## config.mk

```make
export PLATFORM = sky130hd
export DESIGN_NAME = modem_ctl
export DESIGN_NICKNAME = d
export VERILOG_FILES = /design/src/modem_ctl_pkg.sv /design/src/pulse_timer.sv /design/src/modem_ctl.sv
export SDC_FILE = /design/constraint.sdc
export NUM_CORES = 1
export LEC_CHECK = 0
export BUFFER_PORTS_ARGS = -buffer_cell sky130_fd_sc_hd__buf_2
export CORE_MARGIN = 10
export CORE_UTILIZATION = 49
export DETAILED_ROUTE_END_ITERATION = 7
export PLACE_DENSITY_LB_ADDON = 0.15
export SYNTH_ARGS = -nofsm -noshare
export SYNTH_HDL_FRONTEND = slang
export SYNTH_SLANG_ARGS = --single-unit
```

## constraint.sdc

```tcl
create_clock -name clk -period 2.5 [get_ports clk]
set_clock_uncertainty 0.2 [all_clocks]
set_input_delay 0.75 -clock clk [delete_from_list [all_inputs] [get_ports clk]]
set_output_delay 0.75 -clock clk [all_outputs]
set_load 0.02 [all_outputs]
```

## src/modem_ctl_pkg.sv

```systemverilog
// Shared constants, register map and types for the modem control lines block
package modem_ctl_pkg;

    localparam int unsigned CLK_HZ        = 25_000_000;
    localparam int unsigned WAKE_TIME_US  = 5_000;
    localparam int unsigned RING_TIME_MS  = 1_000;
    localparam int unsigned WAKE_CYCLES   = (CLK_HZ / 1_000_000) * WAKE_TIME_US;
    localparam int unsigned RING_CYCLES   = (CLK_HZ / 1_000) * RING_TIME_MS;
    localparam int unsigned CHAR_GUARD    = 2;

    // Register byte addresses on the bus
    localparam logic [3:0] CTRL_ADDR   = 4'h0;
    localparam logic [3:0] STATUS_ADDR = 4'h4;
    localparam logic [3:0] EVENT_ADDR  = 4'h8;

    // Control register field positions
    localparam int unsigned CTRL_HWFC_BIT  = 0;
    localparam int unsigned CTRL_DSRTR_BIT = 1;
    localparam int unsigned CTRL_DCDTR_BIT = 2;
    localparam int unsigned CTRL_RINGE_BIT = 3;
    localparam int unsigned CTRL_PSAVE_LSB = 4;
    localparam int unsigned CTRL_MODE_LSB  = 6;

    // Event register (write one to fire) bit positions
    localparam int unsigned EV_MSG_BIT     = 0;
    localparam int unsigned EV_CARR_ON     = 1;
    localparam int unsigned EV_CARR_OFF    = 2;
    localparam int unsigned EV_CALL_UP     = 3;
    localparam int unsigned EV_CALL_DOWN   = 4;
    localparam int unsigned EV_MSGCMD_BEG  = 5;
    localparam int unsigned EV_MSGCMD_END  = 6;

    localparam logic [1:0] PSAVE_OFF   = 2'h0;
    localparam logic [1:0] PSAVE_CYCLE = 2'h1;
    localparam logic [1:0] PSAVE_RTS   = 2'h2;
    localparam logic [1:0] PSAVE_DTR   = 2'h3;

    localparam logic [7:0] CTRL_RESET  = 8'h0f;
    localparam logic [31:0] UNMAPPED_READ = 32'h0000_0000;

    // Interface modes, Gray coded along command -> data -> online command
    typedef enum logic [1:0] {
        MODE_CMD    = 2'b00,
        MODE_DATA   = 2'b01,
        MODE_ONLINE = 2'b11
    } if_mode_t;

    typedef struct packed {
        logic [1:0] mode;
        logic [1:0] power_save_setting;
        logic       ring_enable;
        logic       dcd_track;
        logic       dsr_track;
        logic       hw_flow;
    } ctrl_t;

    typedef struct packed {
        logic [7:0]  address;
        logic        read;
        logic        write;
        logic [31:0] writedata;
    } bus_req_t;

    typedef struct packed {
        logic dsr_n;
        logic dcd_n;
        logic ri_n;
    } modem_out_t;

endpackage

```

## src/pulse_timer.sv

```systemverilog
// Retriggerable one-shot timer counting clock cycles
`timescale 1ns/1ns
module pulse_timer
    import modem_ctl_pkg::*;
#(
    parameter int unsigned CYCLES = 1000
) (
    input  wire logic clk,
    input  wire logic reset_n,
    input  wire logic trigger,
    output logic      active
);
    localparam int unsigned W = $clog2(CYCLES + 1);
    localparam logic [W-1:0] LOAD = W'(CYCLES);
    localparam logic [W-1:0] ONE  = W'(1);

    logic [W-1:0] count_reg;
    wire  logic   running = (count_reg != '0);

    // Every trigger reloads the full interval, so pulses merge
    always_ff @(posedge clk) begin
        if (!reset_n) begin
            count_reg <= '0;
        end else if (trigger) begin
            count_reg <= LOAD;
        end else if (running) begin
            count_reg <= count_reg - ONE;
        end
    end

    always_ff @(posedge clk) begin
        if (!reset_n) begin
            active <= 1'b0;
        end else begin
            active <= trigger || (count_reg > ONE);
        end
    end
endmodule

```

## src/modem_ctl.sv

```systemverilog
// Modem control lines: RTS flow control, RTS/DTR wake-up, DSR, DCD and RI outputs
//
// Overview of operation
// RL1: RTS reads OFF at init and when undriven, via pull-up.
// RL2: With flow control on, transmit pauses while RTS is OFF.
// RL3: Transmit stops within two characters of RTS going OFF.
// RL4: Power-save 2, flow control off: RTS OFF disables port, allows idle.
// RL5: Power-save 2: RTS rising to ON wakes port, ready after 5 ms.
// RL6: Power-save 3: DTR OFF disables port and allows idle.
// RL7: Power-save 3: DTR rising to ON wakes port, ready after 5 ms.
// RL8: DTR reads OFF at init and when undriven, via pull-up.
// RL9: DSR tracking: OFF at init and command modes, ON in data mode.
// RL10: Without DSR tracking, DSR is ON permanently from init.
// RL11: DCD tracking: OFF at init, then follows carrier detect.
// RL12: Packet dial enters data mode and raises DCD before connect.
// RL13: DCD stays ON in online command mode; DSR driven separately.
// RL14: Call released during message command keeps DCD until it completes; held here only for a release in online command mode.
// RL15: Without carrier tracking, DCD is ON permanently from init.
// RL16: RI OFF at init; each message arrival pulses RI ON 1 s.
// RL17: Close message arrivals retrigger RI without dropping it.
// RL18: Host must not count RI pulses; it queries the device.
// RL19: RI pulse timed by own counter, restarted by each event.
// RL20: RTS and DTR synchronised before edge or level use.
//
// Design decisions made here: the placing of the registers and the Avalon-MM slave port.
`timescale 1ns/1ns
module modem_ctl
    import modem_ctl_pkg::*;
#(
    parameter int unsigned WAKE_CNT = WAKE_CYCLES,
    parameter int unsigned RING_CNT = RING_CYCLES
) (
    input  wire logic        clk,
    input  wire logic        reset_n,
    // Avalon-MM slave
    input  wire logic [7:0]  avs_address,
    input  wire logic        avs_read,
    input  wire logic        avs_write,
    input  wire logic [31:0] avs_writedata,
    output logic [31:0]      avs_readdata,
    output logic             avs_waitrequest,
    // Host-side lines, low is ON
    input  wire logic        rts_n_in,
    input  wire logic        rts_n_driven,
    input  wire logic        dtr_n_in,
    input  wire logic        dtr_n_driven,
    output logic             dsr_n,
    output logic             dcd_n,
    output logic             ri_n,
    // Transmit side towards the host
    input  wire logic        tx_char_done,
    output logic             tx_allow,
    // Power control
    output logic             port_enable,
    output logic             force_active,
    output logic             idle_allow,
    output logic             rx_ready
);
    localparam int unsigned WW = $clog2(WAKE_CNT + 1);
    localparam logic [WW-1:0] WAKE_LOAD = WW'(WAKE_CNT);
    localparam logic [WW-1:0] WAKE_ONE  = WW'(1);
    localparam logic [1:0]    GUARD     = 2'(CHAR_GUARD);

    bus_req_t req;
    assign req = '{address: avs_address, read: avs_read, write: avs_write,
                   writedata: avs_writedata};

    // Undriven pins read OFF, as the internal pull-up would leave them
    wire logic rts_pin = rts_n_driven ? rts_n_in : 1'b1;  // see RL1
    wire logic dtr_pin = dtr_n_driven ? dtr_n_in : 1'b1;  // see RL8

    // Two-stage synchronisers, preset OFF
    logic rts_meta_reg, rts_sync_reg, rts_prev_reg;
    logic dtr_meta_reg, dtr_sync_reg, dtr_prev_reg;

    always_ff @(posedge clk) begin
        if (!reset_n) begin
            rts_meta_reg <= 1'b1;
            rts_sync_reg <= 1'b1;
            rts_prev_reg <= 1'b1;
            dtr_meta_reg <= 1'b1;
            dtr_sync_reg <= 1'b1;
            dtr_prev_reg <= 1'b1;
        end else begin
            rts_meta_reg <= rts_pin;       // see RL20
            rts_sync_reg <= rts_meta_reg;
            rts_prev_reg <= rts_sync_reg;
            dtr_meta_reg <= dtr_pin;       // see RL20
            dtr_sync_reg <= dtr_meta_reg;
            dtr_prev_reg <= dtr_sync_reg;
        end
    end

    wire logic rts_on   = !rts_sync_reg;
    wire logic dtr_on   = !dtr_sync_reg;
    wire logic rts_rise = rts_prev_reg && !rts_sync_reg;
    wire logic dtr_rise = dtr_prev_reg && !dtr_sync_reg;

    // Register file
    ctrl_t ctrl_reg;
    logic  carrier_reg, call_reg, msgcmd_reg;

    wire logic sel_ctrl   = (req.address[3:0] == CTRL_ADDR);
    wire logic sel_status = (req.address[3:0] == STATUS_ADDR);
    wire logic sel_event  = (req.address[3:0] == EVENT_ADDR);
    wire logic mapped     = (req.address[7:4] == 4'h0) &&
                            (sel_ctrl || sel_status || sel_event);

    // One wait cycle: request accepted when waitrequest has dropped
    logic  ack_reg;
    wire logic access = (req.read || req.write) && !ack_reg;
    // Writes land at the edge where the master sees waitrequest low
    wire logic wr_go  = req.write && ack_reg && mapped;
    wire logic [31:0] ev = (wr_go && sel_event) ? req.writedata : 32'h0000_0000;

    wire logic msg_event = ev[EV_MSG_BIT];
    wire logic dial_cmd  = ev[EV_CALL_UP];

    // Interface mode: dial enters data mode; leaving it keeps the call
    if_mode_t  mode_cur;
    assign mode_cur = if_mode_t'(ctrl_reg.mode);

    ctrl_t ctrl_next;
    always_comb begin
        ctrl_next = ctrl_reg;
        if (wr_go && sel_ctrl) begin
            ctrl_next = ctrl_t'(req.writedata[7:0]);
        end
        if (dial_cmd) begin
            ctrl_next.mode = MODE_DATA;  // see RL12
        end
    end

    always_ff @(posedge clk) begin
        if (!reset_n) begin
            ctrl_reg <= ctrl_t'(CTRL_RESET);
        end else begin
            ctrl_reg <= ctrl_next;
        end
    end

    // Call, carrier and message-command state; sets win over clears
    wire logic call_next   = ev[EV_CALL_UP] || (call_reg && !ev[EV_CALL_DOWN]);
    wire logic carr_next   = ev[EV_CARR_ON] || (carrier_reg && !ev[EV_CARR_OFF]);
    wire logic msgcmd_next = ev[EV_MSGCMD_BEG] || (msgcmd_reg && !ev[EV_MSGCMD_END]);

    always_ff @(posedge clk) begin
        if (!reset_n) begin
            call_reg    <= 1'b0;
            carrier_reg <= 1'b0;
            msgcmd_reg  <= 1'b0;
        end else begin
            call_reg    <= call_next;
            carrier_reg <= carr_next;
            msgcmd_reg  <= msgcmd_next;
        end
    end

    // Hold DCD through a message command that straddles a call release in online command mode
    logic dcd_hold_reg;
    wire  logic dcd_hold_next = msgcmd_next && (dcd_hold_reg ||
                                (call_reg && !call_next && mode_cur == MODE_ONLINE));

    always_ff @(posedge clk) begin
        if (!reset_n) begin
            dcd_hold_reg <= 1'b0;
        end else begin
            dcd_hold_next_q: dcd_hold_reg <= dcd_hold_next;  // see RL14
        end
    end

    // Output line levels, low is ON
    wire logic dsr_on_next = !ctrl_reg.dsr_track ||
                             (mode_cur == MODE_DATA);                     // see RL9, RL10
    wire logic dcd_on_next = !ctrl_reg.dcd_track || carrier_reg ||
                             (call_reg && mode_cur != MODE_CMD) ||        // see RL12, RL13
                             dcd_hold_reg;                                // see RL11, RL15

    // Ring indicate pulse timer
    logic ring_active;
    pulse_timer #(
        .CYCLES (RING_CNT)
    ) ring_timer (
        .clk     (clk),
        .reset_n (reset_n),
        .trigger (msg_event && ctrl_reg.ring_enable),  // see RL16, RL17, RL19
        .active  (ring_active)
    );

    modem_out_t lines_reg;
    always_ff @(posedge clk) begin
        if (!reset_n) begin
            lines_reg <= '{dsr_n: 1'b1, dcd_n: 1'b1, ri_n: 1'b1};  // see RL9, RL11, RL16
        end else begin
            lines_reg <= '{dsr_n: !dsr_on_next, dcd_n: !dcd_on_next,
                           ri_n: !ring_active};
        end
    end
    assign dsr_n = lines_reg.dsr_n;
    assign dcd_n = lines_reg.dcd_n;
    assign ri_n  = lines_reg.ri_n;

    // Flow control: stop at the current character boundary, at most two late
    logic       tx_allow_reg;
    logic [1:0] guard_reg;
    wire  logic flow_stop = ctrl_reg.hw_flow && !rts_on;  // see RL2

    always_ff @(posedge clk) begin
        if (!reset_n) begin
            tx_allow_reg <= 1'b1;
            guard_reg    <= 2'h0;
        end else if (!flow_stop) begin
            tx_allow_reg <= 1'b1;
            guard_reg    <= 2'h0;
        end else begin
            tx_allow_reg <= 1'b0;  // see RL3
            if (tx_char_done && guard_reg != GUARD) begin
                guard_reg <= guard_reg + 2'h1;
            end
        end
    end
    assign tx_allow = tx_allow_reg;

    // Line-controlled power save
    wire logic rts_ctl  = (ctrl_reg.power_save_setting == PSAVE_RTS) &&
                          !ctrl_reg.hw_flow;                         // see RL4
    wire logic dtr_ctl  = (ctrl_reg.power_save_setting == PSAVE_DTR); // see RL6
    wire logic ctl_on   = rts_ctl ? rts_on : dtr_on;
    wire logic ctl_rise = rts_ctl ? rts_rise : dtr_rise;
    wire logic line_ctl = rts_ctl || dtr_ctl;
    wire logic psave_on = ctrl_reg.power_save_setting != PSAVE_OFF;

    logic [WW-1:0] wake_reg;
    logic          port_en_reg, force_reg, idle_reg, rx_ready_reg;

    always_ff @(posedge clk) begin
        if (!reset_n) begin
            wake_reg <= '0;
        end else if (line_ctl && ctl_rise) begin
            wake_reg <= WAKE_LOAD;  // see RL5, RL7
        end else if (!line_ctl || !ctl_on) begin
            wake_reg <= '0;
        end else if (wake_reg != '0) begin
            wake_reg <= wake_reg - WAKE_ONE;
        end
    end

    always_ff @(posedge clk) begin
        if (!reset_n) begin
            port_en_reg  <= 1'b1;
            force_reg    <= 1'b0;
            idle_reg     <= 1'b0;
            rx_ready_reg <= 1'b1;
        end else if (line_ctl) begin
            port_en_reg  <= ctl_on;                          // see RL4, RL6
            force_reg    <= ctl_on;                          // see RL5, RL7
            idle_reg     <= !ctl_on;                         // see RL4, RL6
            rx_ready_reg <= ctl_on && (wake_reg <= WAKE_ONE) && !ctl_rise;
        end else begin
            port_en_reg  <= 1'b1;
            force_reg    <= 1'b0;
            idle_reg     <= psave_on;
            rx_ready_reg <= 1'b1;
        end
    end
    assign port_enable  = port_en_reg;
    assign force_active = force_reg;
    assign idle_allow   = idle_reg;
    assign rx_ready     = rx_ready_reg;

    // Bus answer
    wire logic [31:0] status_word = {22'h0, guard_reg, msgcmd_reg, call_reg, carrier_reg,
                                     !lines_reg.ri_n, !lines_reg.dcd_n, !lines_reg.dsr_n,
                                     dtr_on, rts_on};
    wire logic [31:0] rd_word = !mapped    ? UNMAPPED_READ :
                                sel_ctrl   ? {24'h0, ctrl_reg} :
                                sel_status ? status_word : 32'h0000_0000;

    always_ff @(posedge clk) begin
        if (!reset_n) begin
            ack_reg      <= 1'b0;
            avs_readdata <= 32'h0000_0000;
        end else begin
            ack_reg      <= access;
            avs_readdata <= (access && req.read) ? rd_word : avs_readdata;
        end
    end
    assign avs_waitrequest = !ack_reg;
endmodule

```

==> metrics.md <==
| Metric | Value |
|---|---|
| GR Util All Layers | `0.1518` |
| Die width | `111.2 µm` |
| Synth async-reset ratio | `0` |
| Place WS | `-0.05467 ns` |
| CP max FO | `9` |
| Maxcap violations | `0` |
| Flop pwr share | `0.345` |
| DRT Pass-1 Iters | `5` |
| Layout area overhead | `17.11%` |
| Post-synth EDFFs | `0` |
| CTS tree | `yes` |
| Hold_sp | `ring_timer.active` |
| Synth area leader | `dfxtp_1` |
| Hold EP | `ri_n` |
| Comb power frac | `0.443` |
| Final worst path period share | `0.9777` |
| Worst vdd ir | `0.0006620 V` |
| Placed Cells | `637` |
| Setup violations, final | `0` |
| Worst reg2reg path depth | `6` |
| Worst Max-Slew Pin Slew | `0.5681 ns` |
| Power Internal | `2.894 mW` |
| NumNets Final | `598` |
| Top cells by area, synth | `dfxtp_1 40%, or4_1 5.0%, mux2i_1 4.7%` |
| Origin of the critical flop-to-flop path | `ring_timer.count_reg[1]` |
| Final worst path period need | `2.444 ns` |
| Routed Antenna Nets | `0` |
| Hold depth | `1` |
| Status | `finished, final reports clean` |
| Setup crit end kind | `register` |
| First-pass GRT wire length | `16.22 mm` |
| Synth cell types | `58` |
| Leak Pwr | `1.980 nW` |
| Synth Area per Inst | `8.559 µm²` |
| DR vias/cell | `5.608` |
| IO Pins | `90` |
| Non-Filler Instances | `653` |
| Synth Warn # | `0` |
| Final core occ | `0.5865` |
| Fin. Hold Viols | `0` |
| Vias in the first global route | `3,407` |
| Fin Setup TNS | `0 ns` |
| Share of cells above drive strength 1 | `0.2208` |
| Worst Setup Start Kind | `register` |
| DP HPWL | `7.263 mm` |
| Flops & latches, synth | `82` |
| Slew HR | `0.6115` |
| Num Clock Sinks | `82` |
| Count leader, synth | `dfxtp_1` |
| Clock tree buffer depth | `2` |
| Largest net degree at the start of global routing | `27` |
| Clock power share | `0.212` |
| Number of port buffers | `43` |
| CTS root buf | `clkbuf_8` |
| Min-delay worst type | `reg2reg` |
| Top cell type's share of synthesized area | `0.4029` |
| DR WL/cell | `14.92 µm` |
| Core Box Area | `0.008134 mm²` |
| CP Data Required Time | `2.57 ns` |
| DRT Wirelength | `9.742 mm` |
| Net Sw Frac | `0.3740` |
| Starting Density | `0.5008` |
| Post-Syn Area | `0.004074 mm²` |
| Via count | `3,662` |
| Clock transition at the registers of the reported paths | `0.09 ns` |
| Residual DRC | `0` |
| Setup WS post-layout | `0.05575 ns` |
| Chip height | `111.2 µm` |
| Final Max Slew Viols | `0` |
| Worst skew pair latency | `0.35 ns` |
| H-tree depth | `3` |
| Routability cong. | `0.8806` |
| Num CTS Buffers | `9` |
| Reg2Reg Setup Slack | `0.06 ns` |
| Diodes inserted | `0` |
| Drt initial violations | `125` |
| Critical path class | `reg2reg` |
| Syn Inst Count | `476` |
| Main synth FF type | `dfxtp_1` |
| Top achievable clock speed | `0.4091 GHz` |
| Total congestion overflow | `0` |
| Cell Pwr Density | `968.9 mW/mm²` |
| Register area share after synthesis | `0.4029` |
| Initial antenna violation count | `0` |
| WP data arrival | `2.52 ns` |
| NetSw | `1.729 mW` |
| R2r endpoint | `ring_timer.count_reg[16]` |
| Unrepaired setup endpoints after global routing | `true` |
| Post-synth top cells | `82 x dfxtp_1, 45 x nand2_1, 29 x a21oi_1` |
| Die footprint | `0.01236 mm²` |
| Rows | `33` |
| Max FFs per register | `25` |
## power by group through the flow
stage	combinational, mW	sequential (mW)	clock [mW]
6_report	2.05	1.59	0.982
5_1_grt	2.28	1.61	1.07
4_1_cts	2.04	1.59	1.02
3_5_place_dp	2.02	1.61	0
3_3_place_gp	1.97	1.61	0
2_1_floorplan	1.34	1.61	0
## cells in the final DEF (no fill, tap or decap), drive strengths merged, types with 2 or more instances in the layout
cell / n
a21boi: 2
ha: 6
a2111oi: 2
o21a: 3
a22oi: 5
a21o: 3
o31ai: 10
nor3b: 2
and3: 2
nand2: 45
or4b: 3
a2bb2oi: 5
a31oi: 10
xnor2: 2
and4: 3
or4: 27
nand3b: 3
mux2i: 19
inv: 12
nand2b: 17
clkbuf: 9
a21oi: 29
nor4b: 3
nor2b: 3
clkinvlp: 4
or3: 9
nor4: 17
nand4: 6
o211ai: 7
a211oi: 5
or2: 5
nor2: 26
nand3: 11
o21ai: 17
nor3: 14
conb: 22
buf: 82
dfxtp: 82
## layer usage
| layer | share of wire | GRT usage | routed length [µm] | up-vias |
|---|---|---|---|---|
| met3 | 0.043 | 0.03139 | 417 | 12 |
| met1 | 0.46 | 0.1866 | 4446 | 1729 |
| met2 | 0.49 | 0.2587 | 4773 | 65 |
| met4 | 0.011 | 0.04627 | 104 | 0 |
| li1 | - | - | - | 1856 |
| met5 | 0 | 0 | 0 | - |
## how the worst max path moves through the flow
| stage | depth (start not counted) | to | from | slack (ns) |
|---|---|---|---|---|
| final | 6 | ring_timer.count_reg[16] | ring_timer.count_reg[1] | 0.06 |
| after global routing | 6 | ring_timer.count_reg[22] | ring_timer.count_reg[0] | -0.005 |
| after CTS | 6 | ring_timer.count_reg[16] | ring_timer.count_reg[1] | 0.007 |
| after detailed placement | 6 | ring_timer.count_reg[22] | ring_timer.count_reg[1] | -0.05 |
| after global placement | 6 | ring_timer.count_reg[16] | ring_timer.count_reg[1] | -0.02 |
| after floorplan | 7 | ring_timer.count_reg[16] | ring_timer.count_reg[1] | 0.001 |
## critical path: stages, from the launching register on
cell	delay [ns]
dfxtp_2	0.33
inv_2	0.07
ha_4	0.13
or3b_2	0.43
or4_4	0.55
or4_1	0.49
a31oi_1	0.17
## cell type report
type	instances	area [µm²]
Fill cell	757	3363
Multi-Input combinational cell	357	2245
Sequential cell	82	1644
Timing Repair Buffer	82	508.0
Tap cell	105	131.4
Clock buffer	9	123.9
Clock inverter	7	77.57
Inverter	11	41.29
## kinds of logic after synthesis
logic type,count (synthesis),share of synthesized area
buf+inv,58,0.07463
simple gates,202,0.2819
xor+xnor,2,0.004301
mux,20,0.04945
flops,82,0.4029
compound gates,105,0.1674
other cells,1,0.0009205
fa+ha+maj,6,0.01843
## what timing repair did
item / in CTS / in global routing
endpoints found under the setup margin: 7 / 5
buffers inserted: 0 / 0
pin swaps: 0 / 2
resized for setup: 2 / 2
hold buffers: 0 / 0
## stage by stage
stage               cell area (µm²)  hold WS, ns  total power [mW]
floorplan                      4193       0.1434             2.947
global placement               4554       0.1452             3.578
detailed placement             4554       0.1487             3.630
CTS                            4763       0.1707             4.647
global route                   4771       0.2033             4.960
finish                         4771       0.1677             4.623
Power figures use the tool's default switching activity.
